**src/core/rrl_pkg.sv**
```systemverilog
package rrl_pkg;

	localparam int unsigned CLK_HZ      = 50_000_000;
	localparam int unsigned NUM_RELAYS  = 4;
	localparam int unsigned ENTRIES     = 40;
	localparam int unsigned ADDR_W      = 6;
	localparam int unsigned ID_W        = 28;
	localparam int unsigned BTN_W       = 4;
	localparam int unsigned REL_W       = 2;
	localparam int unsigned ENT_W       = ID_W + BTN_W + REL_W;

	// entry layout: identity, button, relay index
	localparam int unsigned ENT_REL_LSB = 0;
	localparam int unsigned ENT_BTN_LSB = REL_W;
	localparam int unsigned ENT_ID_LSB  = REL_W + BTN_W;

	// times as given, in their own unit
	localparam int unsigned ERASE_TIME_S    = 10;
	localparam int unsigned OPERATE_MAX_MS  = 100;
	localparam int unsigned RELEASE_MAX_MS  = 300;
	// repeat gap kept below the release limit so release always meets it
	localparam int unsigned HOLD_TIME_MS    = 250;
	localparam int unsigned FLASH_TIME_MS   = 200;
	localparam int unsigned DONE_FLASHES    = 3;

	function automatic int unsigned ms_to_cycles(input int unsigned ms);
		return ms * (CLK_HZ / 1000);
	endfunction

	localparam int unsigned ERASE_CYCLES_DEF = ms_to_cycles(ERASE_TIME_S * 1000);
	localparam int unsigned HOLD_CYCLES_DEF  = ms_to_cycles(HOLD_TIME_MS);
	localparam int unsigned FLASH_CYCLES_DEF = ms_to_cycles(FLASH_TIME_MS);
	// a lookup walks every entry once plus a few cycles of setup
	localparam int unsigned SCAN_CYCLES      = ENTRIES + 3;

	localparam logic [31:0] CNT_RST = 32'h0000_0000;

	typedef enum logic [2:0] {
		SC_IDLE = 3'h1,
		SC_RUN  = 3'h2,
		SC_DONE = 3'h4
	} rrl_scan_t;

	typedef enum logic [4:0] {
		LN_OFF    = 5'h01,
		LN_SELFL  = 5'h02,
		LN_ARMED  = 5'h04,
		LN_WAIT2  = 5'h08,
		LN_DONEFL = 5'h10
	} rrl_learn_t;

endpackage

```
**src/core/rrl_pair_mem.sv**
```systemverilog
module rrl_pair_mem (
	input  wire logic                        clk_in,
	input  wire logic                        rst_in,
	input  wire logic                        clr_in,
	input  wire logic                        we_in,
	input  wire logic [rrl_pkg::ADDR_W-1:0]  waddr_in,
	input  wire logic [rrl_pkg::ENT_W-1:0]   wdata_in,
	input  wire logic [rrl_pkg::ADDR_W-1:0]  raddr_in,
	output logic      [rrl_pkg::ENT_W-1:0]   rdata_out,
	output logic                             rvalid_out
);
	import rrl_pkg::*;

	logic [ENT_W-1:0]   mem_q [0:ENTRIES-1];
	logic [ENTRIES-1:0] valid_q;

	wire r_in_range = 32'(raddr_in) < ENTRIES;
	wire w_in_range = 32'(waddr_in) < ENTRIES;

	always_ff @(posedge clk_in) begin
		if (we_in && w_in_range)
			mem_q[waddr_in] <= wdata_in;
	end

	// whole-table clear only; no per-entry erase exists
	always_ff @(posedge clk_in) begin
		if (rst_in || clr_in)
			valid_q <= '0;
		else if (we_in && w_in_range)
			valid_q[waddr_in] <= 1'b1;
	end

	always_ff @(posedge clk_in) begin
		if (rst_in) begin
			rdata_out  <= '0;
			rvalid_out <= 1'b0;
		end else begin
			rdata_out  <= r_in_range ? mem_q[raddr_in] : '0;
			rvalid_out <= r_in_range && valid_q[raddr_in];
		end
	end

endmodule

```
**src/core/rrl_controller.sv**
```systemverilog
// Functional notes
// - pair by sender identity plus button code
// - table holds at most forty pairings
// - four relays, any button, many relays
// - one learn sequence stores one pairing
// - first brief press selects relay one, flash
// - wait for flash end; presses advance
// - message while selected lights LED steadily
// - same button again stores, then flashes
// - stored pairing operates its relay afterwards
// - ten second hold erases, LED off
// - erase always clears the whole table
// - jumpers pick momentary or latching per relay
// - relay output high means contact common to open
// - relay operates within 100 ms
// - momentary relay releases within 300 ms
module rrl_controller #(
	parameter int unsigned ERASE_CYCLES = rrl_pkg::ERASE_CYCLES_DEF,
	parameter int unsigned HOLD_CYCLES  = rrl_pkg::HOLD_CYCLES_DEF,
	parameter int unsigned FLASH_CYCLES = rrl_pkg::FLASH_CYCLES_DEF
) (
	input  wire logic                      MCLK_IN,
	input  wire logic                      RST_IN,
	input  wire logic                      MSG_VALID_IN,
	input  wire logic [rrl_pkg::ID_W-1:0]  MSG_ID_IN,
	input  wire logic [rrl_pkg::BTN_W-1:0] MSG_BUTTON_IN,
	input  wire logic                      LEARN_PUSHBUTTON_IN,
	input  wire logic                      MODE_JUMPER_A_IN,
	input  wire logic                      MODE_JUMPER_B_IN,
	output logic                           RELAY_OUT_FIRST_OUT,
	output logic                           RELAY_OUT_SECOND_OUT,
	output logic                           RELAY_OUT_THIRD_OUT,
	output logic                           RELAY_OUT_FOURTH_OUT,
	output logic                           LEARN_LED_OUT
);
	import rrl_pkg::*;

	function automatic logic [NUM_RELAYS-1:0] rel_onehot(input logic [REL_W-1:0] r);
		return NUM_RELAYS'(1) << r;
	endfunction

	////////////////////////////////////////////////////////////////////////
	// learn push-button: edges, hold timer, erase

	logic        btn_q;
	logic [31:0] press_cnt_q;
	logic        erased_q;

	wire btn_fall    = !LEARN_PUSHBUTTON_IN && btn_q;
	wire erase_go    = LEARN_PUSHBUTTON_IN && !erased_q
	                   && press_cnt_q == 32'(ERASE_CYCLES - 1);
	// a release after an erase is not a brief press
	wire brief_press = btn_fall && !erased_q;
	wire hold_lit    = LEARN_PUSHBUTTON_IN && !erased_q && press_cnt_q >= FLASH_CYCLES;

	always_ff @(posedge MCLK_IN) begin
		if (RST_IN) begin
			btn_q       <= 1'b0;
			press_cnt_q <= CNT_RST;
			erased_q    <= 1'b0;
		end else begin
			btn_q       <= LEARN_PUSHBUTTON_IN;
			press_cnt_q <= !LEARN_PUSHBUTTON_IN ? CNT_RST :
			               (press_cnt_q < ERASE_CYCLES) ? press_cnt_q + 32'h0000_0001 :
			               press_cnt_q;
			erased_q    <= LEARN_PUSHBUTTON_IN && (erased_q || erase_go);
		end
	end

	////////////////////////////////////////////////////////////////////////
	// message gap: a message after a full quiet gap counts as a new press

	logic [31:0] quiet_q;
	wire quiet_full = quiet_q >= HOLD_CYCLES;

	always_ff @(posedge MCLK_IN) begin
		if (RST_IN)
			quiet_q <= 32'(HOLD_CYCLES);
		else if (MSG_VALID_IN)
			quiet_q <= CNT_RST;
		else if (!quiet_full)
			quiet_q <= quiet_q + 32'h0000_0001;
	end

	////////////////////////////////////////////////////////////////////////
	// table lookup, one entry per cycle

	rrl_scan_t              scan_q;
	logic [ADDR_W-1:0]      addr_q;
	logic                   chk_q;
	logic [ID_W-1:0]        id_q;
	logic [BTN_W-1:0]       code_q;
	logic                   np_q;
	logic [NUM_RELAYS-1:0]  hit_q;
	logic                   dup_q;
	logic                   free_ok_q;
	logic [ADDR_W-1:0]      free_idx_q;
	logic [ENT_W-1:0]       rd_data;
	logic                   rd_valid;
	logic [REL_W-1:0]       sel_q;

	wire [ID_W-1:0]  rd_id   = rd_data[ENT_ID_LSB +: ID_W];
	wire [BTN_W-1:0] rd_btn  = rd_data[ENT_BTN_LSB +: BTN_W];
	wire [REL_W-1:0] rd_rel  = rd_data[ENT_REL_LSB +: REL_W];
	// messages during a lookup are dropped; repeats arrive well inside the limits
	wire scan_start = scan_q == SC_IDLE && MSG_VALID_IN;
	wire scan_last  = scan_q == SC_RUN && 32'(addr_q) == ENTRIES;
	wire scan_done  = scan_q == SC_DONE;
	wire ent_hit    = chk_q && rd_valid && rd_id == id_q && rd_btn == code_q;
	wire ent_free   = chk_q && !rd_valid && !free_ok_q;
	// the current check cycle belongs to the entry one below addr_q
	wire [ADDR_W-1:0] chk_idx = addr_q - ADDR_W'(1);

	always_ff @(posedge MCLK_IN) begin
		if (RST_IN) begin
			scan_q <= SC_IDLE;
			addr_q <= '0;
			chk_q  <= 1'b0;
		end else begin
			case (scan_q)
				SC_IDLE: scan_q <= scan_start ? SC_RUN : SC_IDLE;
				SC_RUN:  scan_q <= scan_last ? SC_DONE : SC_RUN;
				SC_DONE: scan_q <= SC_IDLE;
				default: scan_q <= SC_IDLE;
			endcase
			addr_q <= scan_start ? '0 : (scan_q == SC_RUN && !scan_last) ? addr_q + ADDR_W'(1) : addr_q;
			chk_q  <= scan_q == SC_RUN && 32'(addr_q) < ENTRIES;
		end
	end

	always_ff @(posedge MCLK_IN) begin
		if (RST_IN) begin
			id_q       <= '0;
			code_q     <= '0;
			np_q       <= 1'b0;
			hit_q      <= '0;
			dup_q      <= 1'b0;
			free_ok_q  <= 1'b0;
			free_idx_q <= '0;
		end else if (scan_start) begin
			id_q      <= MSG_ID_IN;
			code_q    <= MSG_BUTTON_IN;
			np_q      <= quiet_full;
			hit_q     <= '0;
			dup_q     <= 1'b0;
			free_ok_q <= 1'b0;
		end else begin
			if (ent_hit)
				hit_q <= hit_q | rel_onehot(rd_rel);
			if (ent_hit && rd_rel == sel_q)
				dup_q <= 1'b1;
			if (ent_free) begin
				free_ok_q  <= 1'b1;
				free_idx_q <= chk_idx;
			end
		end
	end

	////////////////////////////////////////////////////////////////////////
	// learn sequence and LED

	rrl_learn_t  ln_q;
	rrl_learn_t  ln_d;
	logic [REL_W-1:0] sel_d;
	logic [ID_W-1:0]  lid_q;
	logic [BTN_W-1:0] lbtn_q;
	logic [3:0]       flash_left_q;
	logic [31:0]      flash_tmr_q;
	logic             flash_start;
	logic [3:0]       flash_len;
	logic             led_q;

	wire flash_busy = flash_left_q != 4'h0;
	wire second_ok  = np_q && id_q == lid_q && code_q == lbtn_q;
	wire learn_we   = scan_done && ln_q == LN_WAIT2 && second_ok && free_ok_q && !dup_q;
	wire [ENT_W-1:0] learn_wdata = {lid_q, lbtn_q, sel_q};

	always_comb begin
		ln_d        = ln_q;
		sel_d       = sel_q;
		flash_start = 1'b0;
		flash_len   = 4'h0;
		case (ln_q)
			LN_OFF: if (brief_press) begin
				ln_d        = LN_SELFL;
				sel_d       = '0;
				flash_start = 1'b1;
				flash_len   = 4'h2;
			end
			LN_SELFL: if (!flash_busy)
				ln_d = LN_ARMED;  // presses while flashing are ignored
			LN_ARMED: if (brief_press) begin
				if (sel_q == REL_W'(NUM_RELAYS - 1)) begin
					ln_d = LN_OFF;
				end else begin
					ln_d        = LN_SELFL;
					sel_d       = sel_q + REL_W'(1);
					flash_start = 1'b1;
					flash_len   = 4'({sel_q, 1'b0}) + 4'h4;
				end
			end else if (scan_done) begin
				ln_d = LN_WAIT2;
			end
			LN_WAIT2: if (scan_done && second_ok) begin
				// full table and not already paired: nothing stored and no completion flash
				if (free_ok_q || dup_q) begin
					ln_d        = LN_DONEFL;
					flash_start = 1'b1;
					flash_len   = 4'(2 * DONE_FLASHES);
				end else begin
					ln_d = LN_OFF;
				end
			end
			LN_DONEFL: if (!flash_busy)
				ln_d = LN_OFF;
			default: ln_d = LN_OFF;
		endcase
		if (erase_go) begin
			ln_d        = LN_OFF;
			flash_start = 1'b0;
		end
	end

	always_ff @(posedge MCLK_IN) begin
		if (RST_IN) begin
			ln_q   <= LN_OFF;
			sel_q  <= '0;
			lid_q  <= '0;
			lbtn_q <= '0;
		end else begin
			ln_q  <= ln_d;
			sel_q <= sel_d;
			if (ln_q == LN_ARMED && scan_done) begin
				lid_q  <= id_q;
				lbtn_q <= code_q;
			end
		end
	end

	always_ff @(posedge MCLK_IN) begin
		if (RST_IN || erase_go) begin
			flash_left_q <= 4'h0;
			flash_tmr_q  <= CNT_RST;
		end else if (flash_start) begin
			flash_left_q <= flash_len;
			flash_tmr_q  <= CNT_RST;
		end else if (flash_busy) begin
			if (flash_tmr_q == 32'(FLASH_CYCLES - 1)) begin
				flash_tmr_q  <= CNT_RST;
				flash_left_q <= flash_left_q - 4'h1;
			end else begin
				flash_tmr_q <= flash_tmr_q + 32'h0000_0001;
			end
		end
	end

	// steady in second wait, blinks while flashing, lit in a long hold, dark at erase
	wire led_d = !erase_go
	             && ((ln_q == LN_WAIT2) || (flash_busy && !flash_left_q[0]) || hold_lit);

	always_ff @(posedge MCLK_IN) begin
		if (RST_IN)
			led_q <= 1'b0;
		else
			led_q <= led_d;
	end

	rrl_pair_mem u_mem (
		.clk_in     (MCLK_IN),
		.rst_in     (RST_IN),
		.clr_in     (erase_go),
		.we_in      (learn_we),
		.waddr_in   (free_idx_q),
		.wdata_in   (learn_wdata),
		.raddr_in   (addr_q),
		.rdata_out  (rd_data),
		.rvalid_out (rd_valid)
	);

	////////////////////////////////////////////////////////////////////////
	// relays: per-relay hold timer and toggle state

	logic [31:0]           tmr_q [NUM_RELAYS];
	logic [NUM_RELAYS-1:0] latch_q;
	logic [NUM_RELAYS-1:0] relay_q;

	wire [NUM_RELAYS-1:0] hit_now = scan_done ? hit_q : '0;
	// closed jumper reads high; bit set means latching
	wire [NUM_RELAYS-1:0] latch_mask =
		( MODE_JUMPER_A_IN &&  MODE_JUMPER_B_IN) ? 4'h0 :
		( MODE_JUMPER_A_IN && !MODE_JUMPER_B_IN) ? 4'hC :
		(!MODE_JUMPER_A_IN &&  MODE_JUMPER_B_IN) ? 4'hE : 4'hF;

	for (genvar i = 0; i < NUM_RELAYS; i++) begin : g_rel
		always_ff @(posedge MCLK_IN) begin
			if (RST_IN) begin
				tmr_q[i]   <= CNT_RST;
				latch_q[i] <= 1'b0;
				relay_q[i] <= 1'b0;
			end else begin
				tmr_q[i]   <= hit_now[i] ? 32'(HOLD_CYCLES) :
				              (tmr_q[i] != CNT_RST) ? tmr_q[i] - 32'h0000_0001 : tmr_q[i];
				latch_q[i] <= latch_q[i] ^ (hit_now[i] && np_q);
				relay_q[i] <= latch_mask[i] ? latch_q[i] : (tmr_q[i] != CNT_RST);
			end
		end
	end

	assign RELAY_OUT_FIRST_OUT  = relay_q[0];
	assign RELAY_OUT_SECOND_OUT = relay_q[1];
	assign RELAY_OUT_THIRD_OUT  = relay_q[2];
	assign RELAY_OUT_FOURTH_OUT = relay_q[3];
	assign LEARN_LED_OUT        = led_q;
endmodule

```
**config.mk**
```make
export PLATFORM = sky130hd
export DESIGN_NAME = rrl_controller
export DESIGN_NICKNAME = d
export VERILOG_FILES = /design/src/core/rrl_pkg.sv /design/src/core/rrl_pair_mem.sv /design/src/core/rrl_controller.sv
export SDC_FILE = /design/constraint.sdc
export NUM_CORES = 2
export LEC_CHECK = 0
export ABC_CLOCK_PERIOD_IN_PS = 11000
export BUFFER_PORTS_ARGS = -buffer_cell sky130_fd_sc_hd__buf_2
export CAP_MARGIN = 10
export CORE_UTILIZATION = 60
export CTS_CLUSTER_DIAMETER = 150
export DETAILED_ROUTE_END_ITERATION = 6
export PLACE_DENSITY_LB_ADDON = 0.2
export REMOVE_ABC_BUFFERS = 1
export SKIP_CTS_REPAIR_TIMING = 1
export SLEW_MARGIN = 10
export SYNTH_ARGS = -nofsm -noshare
export SYNTH_HDL_FRONTEND = slang
export SYNTH_SLANG_ARGS = --single-unit
```
**constraint.sdc**
```tcl
create_clock -name MCLK_IN -period 11 [get_ports MCLK_IN]
set_clock_uncertainty 0.1 [all_clocks]
set_input_delay 0.55 -clock MCLK_IN [delete_from_list [all_inputs] [get_ports MCLK_IN]]
set_output_delay 0.55 -clock MCLK_IN [all_outputs]
set_load 0.02 [all_outputs]
```
# ---- Word-level counts from Yosys, hierarchy flattened
# Memories as Yosys holds them, arrays and structs flattened. A register that Yosys moved wholly into a read port is not among the register bits.
# Cells that the tools add are included.
# W data, S select, Z words.
dict set report totals {
  mem_bits_rw 1488
  memories 2
  in_bits 38
  mem_bits_ro 0
  word_cells 226
  latchBits 0
  out_inout_bits 5
  reg_bits 246
}
# memory words width read_ports rd_ports_with_merged_regs wr line
set mem_list {}
lappend mem_list {u_mem.mem_q 40 34 1 1 1 rrl_pair_mem.sv:14} ;# logic [ENT_W-1:0] mem_q [0:ENTRIES-1];
lappend mem_list {tmr_q 4 32 4 0 4 rrl_controller.sv:283} ;# logic [31:0] tmr_q [NUM_RELAYS];
dict set report op_classes {
  n_addsub 12
  n_bitwise 13
  shifts 1
  reduce_logical 69
  multipliers 0
  magnitude_cmp 8
  muxes 64
  div 0
  eq_ne 25
}
# op n
set op_table {}
lappend op_table {{$mux W32} 13}
lappend op_table {{$reduce_bool A32 Y1} 4}
lappend op_table {{$sub A32 B1 Y32 const B} 4}
lappend op_table {{$add A32 B1 Y32 const B} 3}
lappend op_table {{$ge A32 B24 Y1 const B} 2}
lappend op_table {{$eq A28 B28 Y1} 2}
lappend op_table {{$mux W24} 2}
lappend op_table {{$or A40 B40 Y40} 1}
lappend op_table {{$logic_and A1 B1 Y1} 36}
lappend op_table {{$mux W5} 7}
lappend op_table {{$eq A32 B24 Y1 const B} 1}
lappend op_table {{$eq A32 B29 Y1 const B} 1}
lappend op_table {{$lt A32 B29 Y1 const B} 1}
lappend op_table {{$mux W4} 7}
lappend op_table {{$pmux W5 S5} 1}
lappend op_table {{$mux W1} 18}
lappend op_table {{$lt A6 B7 Y1 const B} 2}
lappend op_table {{$mux W2} 7}
lappend op_table {{$ne A2 B2 Y1 const B} 7}
lappend op_table {{$lt A6 B6 Y1 const B} 2}
lappend op_table {{$pmux W4 S3} 1}
lappend op_table {{$reduce_or A2 Y1} 6}
lappend op_table {{$logic_not A1 Y1} 10}
lappend op_table {{$mux W3} 3}
lappend op_table {{35 further kinds} 51}

# ---- Longest topological paths before layout
dict set report logic_depth {
  word_depth 9
  ltp_mapped 11
  depth_no_buf 9
}

# ---- Modules after synthesis
# A second synthesis with hierarchy kept.
dict set report hier_totals {
  cells_unflattened 4510
  hier_area_um2 70331.2
}
# module area_per_inst_um2 cells_each seq_area_each_um2 instances
set by_module_without_submodules {}
lappend by_module_without_submodules {rrl_pair_mem 54686.2 2679 42340.6 1}
lappend by_module_without_submodules {rrl_controller 15645.0 1831 6666.4 1}

# ---- Least setup slack after synthesis
# OpenSTA, ideal clock, no wires.
dict set report synth_path {
  path_kind {reg2reg}
  from {reg lbtn_q[0]}
  to {mem u_mem.mem_q[19][0] in the netlist's numbering (enable)}
  period_less_slack_ns 5.946
  stages_incl_launch_ff 8
  path_buffers 1
  path_slack_ns 5.054
  arrival_time_ns 5.332
  setup_ns 0.514
  path_cell_list {dfxtp_1 xnor2_1 nand4_1 nor4_1 and4b_1 nand2_1 clkbuf_1 nor4_1}
}
dict set report synth_via {
  elab_chain_len 8
}
# item line
set synth_lines {}
lappend synth_lines {{from (decl)} rrl_controller.sv:166} ;# logic [BTN_W-1:0] lbtn_q;
lappend synth_lines {{from (signal assigned)} rrl_controller.sv:235} ;# lbtn_q <= code_q;
lappend synth_lines {{$eq A4 B4 Y1} rrl_controller.sv:174} ;# wire second_ok = np_q && id_q == lid_q && code_q == lbtn_q;
lappend synth_lines {{$logic_and A1 B1 Y1} rrl_controller.sv:174}
lappend synth_lines {{$logic_and A1 B1 Y1 (3 in a row)} rrl_controller.sv:175} ;# wire learn_we = scan_done && ln_q == LN_WAIT2 && second_ok && free_ok_q && !dup_q;
lappend synth_lines {{$logic_and A1 B1 Y1} rrl_pair_mem.sv:21} ;# if (we_in && w_in_range)
lappend synth_lines {{$mux W1} rrl_pair_mem.sv:21}
lappend synth_lines {{$mux W1 (not written as such)} rrl_pair_mem.sv:22} ;# mem_q[waddr_in] <= wdata_in;
lappend synth_lines {{to (decl)} rrl_pair_mem.sv:14}
# Every way passes these cells.

# ---- Worst setup path after layout
dict set report layout_path {
  from {reg lbtn_q[3]}
  to {mem u_mem.mem_q[17][30] in the netlist's numbering (enable)}
}
# The elaborated chain is that of the path after synthesis.

==> reports/results.txt <==
largest net degree at the start of global routing: 145
Crit. End Element: flip-flop
Die W: 341 um
Initial Utilization: 0.609
Comb pwr share: 0.101
syn avg cell area: 17.1 um2
router iterations before antenna repair: 6
initial DRC count: 4976
H-tree depth: 4
Pwr Density: 195 nW/um2
Routed WL: 171000 um
crit-path most repeated cell: buf_4
period utilisation layout: 0.472
Total Power: 15.1 mW
layout cell share with drive strength beyond 1: 0.211
Die Ht: 341 um
Final Slew Violations: 0
critical path class: flip-flop to flip-flop
Sw Pwr: 3.59 mW
CTS tree: yes
first-pass GRT wire length: 249000 um
Slowest-stage cell, CP: nor3b_2
post-detail-place hpwl: 93800 um
IO buf count: 42
post-synth top area share: 0.593
CTS sink count: 1768
HP Class: input port to flip-flop
Nets: 4225
crit-path max FO: 40
P&R area growth vs syn: 12.4%
Post-Syn Instances: 4022
worst path cell trace: buf_4, xnor2_1, nand4_1, nor3_1, and4b_1, nand2_4, nor3b_2, buf_4
Worst slew margin: 0.164
internal power contribution: 11.5 mW
worst slew pin tran: 1.25 ns
number of register bits inferred by synthesis: 1768
total track usage: 0.299
Clock Path Buffers: 3
final worst setup slack: 5.80 ns
Syn Std Cell Area: 68900 um2
worst path bufs/invs: 2
Hold Path Cell Cnt: 3
routability congestion estimate: 0.823
Reg2Reg Depth: 8
delay-heaviest family, CP: simple AND/OR/NAND/NOR gates
Net Sw Frac: 0.238
antenna violation net count after detailed routing: 0
Setup-failing EPs final: 0
Synth Flop Type: edfxtp_1
sequential area share after synthesis: 0.711
share of synthesized registers carrying an async set or reset: 0
leakage: 24.6 nW
vias in the first global route: 37198
top post-synthesis cells by area: edfxtp_1, mux4_2, dfxtp_1, xnor2_1, nor2_1
pre-CTS setup slack: 5.75 ns
CP max stage delay: 0.91 ns
Synth warnings: 0
num ports: 43
Sequential Power Share: 0.498
clock root buffer: clkbuf_16
CP Launch Type: flip-flop
initial antenna violation count: 7
fill cell count: 7260
core box area: 113000 um2
Wirelength per Cell: 29.4 um
final hold violations: 0
required time of the worst setup path: 11.29 ns
maxcap violations: 0
grt ovf: 0
RSZ-0062 raised after global routing: false
clock slew seen by the registers of the worst setup and hold paths: 0.06 ns
Clock Power Share: 0.401
die area: 116000 um2
WP depth: 8
critical path arrival: 5.48 ns
Peak Freq: 192 MHz
Remaining DRCs: 0
Vias: 37897
DR vias/cell: 6.51
row cnt: 123
Yosys top cell by area: edfxtp_1
status: completed
commonest non-fill, non-tap cell in the layout: edfxtp_1
number of flops mapped to enable cells by yosys: 1360
Synth cell types: 63
Worst VDD drop: 0.155 mV
post-layout min period: 5.20 ns
most frequent cells in the layout: edfxtp_1, mux4_2, dfxtp_1, nor2_1, nand2_1
clock buffer count from CTS: 173
Skew-Pair Late Insertion Delay: 0.78 ns
## through the flow
step	hold slack, ns	util	setup TNS [ns]	std cells	cell area, um2
6_report	0.00571	0.685	0	5825	77400
3_3_place_gp	0.342	0.631	0	5475	71400
3_5_place_dp	0.344	0.631	0	5475	71400
2_1_floorplan	0.330	-	-244.92	3828	68100
4_1_cts	-0.123	0.683	0	5801	77200
5_1_grt	0.00283	0.685	0	5823	77400
## layout make-up
| type | instances | area, um2 | area share |
|---|---|---|---|
| diodes | 2 | 5.00 | 0.0000646 |
| clock buffers | 240 | 4790 | 0.0619 |
| clock inverters | 86 | 1030 | 0.0133 |
| inverters | 37 | 139 | 0.00179 |
| multi-input cells | 2023 | 19300 | 0.249 |
| flip-flops and latches | 1768 | 49000 | 0.633 |
| well taps | 1500 | 1880 | 0.0242 |
| repair buffers | 169 | 1250 | 0.0161 |
## power groups by stage
| stage | Combinational (mW) | Clock (mW) | Sequential [mW] |
|---|---|---|---|
| after detailed placement | 1.50 | 0 | 7.64 |
| after floorplan | 1.23 | 0 | 7.61 |
| final | 1.52 | 6.04 | 7.50 |
| after global placement | 1.47 | 0 | 7.63 |
| after global routing | 1.72 | 6.36 | 7.53 |
| after CTS | 1.52 | 6.09 | 7.50 |
## synth_stat cells, types with 14 or more instances
master and instances:
o21bai_1 14, o21ai_0 38, o22ai_1 35, nor3_1 66
buf_1 15, and3_1 21, xnor2_1 138, nand3_1 74
buf_2 27, a21oi_1 138, nand4_1 30, nor3b_1 14
mux2i_1 38, nand2_1 251, inv_1 37, o21a_1 49
or4_1 23, nand2b_1 20, xor2_1 116, edfxtp_1 1360
a211oi_1 51, clkbuf_1 151, ha_1 15, and2_1 21
nor2_1 284, or3_1 21, mux4_2 419, dfxtp_1 408
nor4_1 52
## kinds of logic after synthesis
kind of cell | Yosys count | synth area share
fa+ha+maj | 15 | 0.00272
buf+inv | 231 | 0.0131
compound gates | 359 | 0.0322
flops | 1768 | 0.711
mux | 457 | 0.143
xor+xnor | 254 | 0.0323
simple gates | 938 | 0.0658
## registers in the layout (all words and copies together) (netlist names), 5 cells and up
register	flops
addr_q	6
flash_tmr_q	32
free_idx_q	6
id_q	28
lid_q	28
ln_q	5
press_cnt_q	32
quiet_q	32
tmr_q	128
u_mem.mem_q	1360
u_mem.rdata_out	34
u_mem.valid_q	40
## final timing paths
| kind | from | end | slack (ns) |
|---|---|---|---|
| max reg2reg | lbtn_q[3]$_SDFFE_PP0P_ | u_mem.mem_q[17][30]$_DFFE_PP_ | 5.80 |
| max | lbtn_q[3]$_SDFFE_PP0P_ | u_mem.mem_q[17][30]$_DFFE_PP_ | 5.80 |
| min reg2reg | quiet_q[24]$_SDFFE_PP0N_ | quiet_q[24]$_SDFFE_PP0N_ | 0.36 |
| min | MSG_ID_IN[2] | id_q[2]$_SDFFE_PP0P_ | 0.006 |
## worst reg2reg max path, delay by kind of cell, from the launching register on
family	cells	cell delay, ns
simple gates	5	2.76
buf+inv	2	0.93
flops	1	0.85
xor+xnor	1	0.14
## per-layer routing
| metal | vias up | wire length, um | global-route usage |
|---|---|---|---|
| met1 | 19459 | 66500 | 0.422 |
| met5 | - | 18 | 0 |
| met4 | 2 | 5520 | 0.103 |
| met2 | 2049 | 79900 | 0.452 |
| li1 | 16061 | - | - |
| met3 | 326 | 19200 | 0.0858 |
Power figures use the tool's default switching activity.
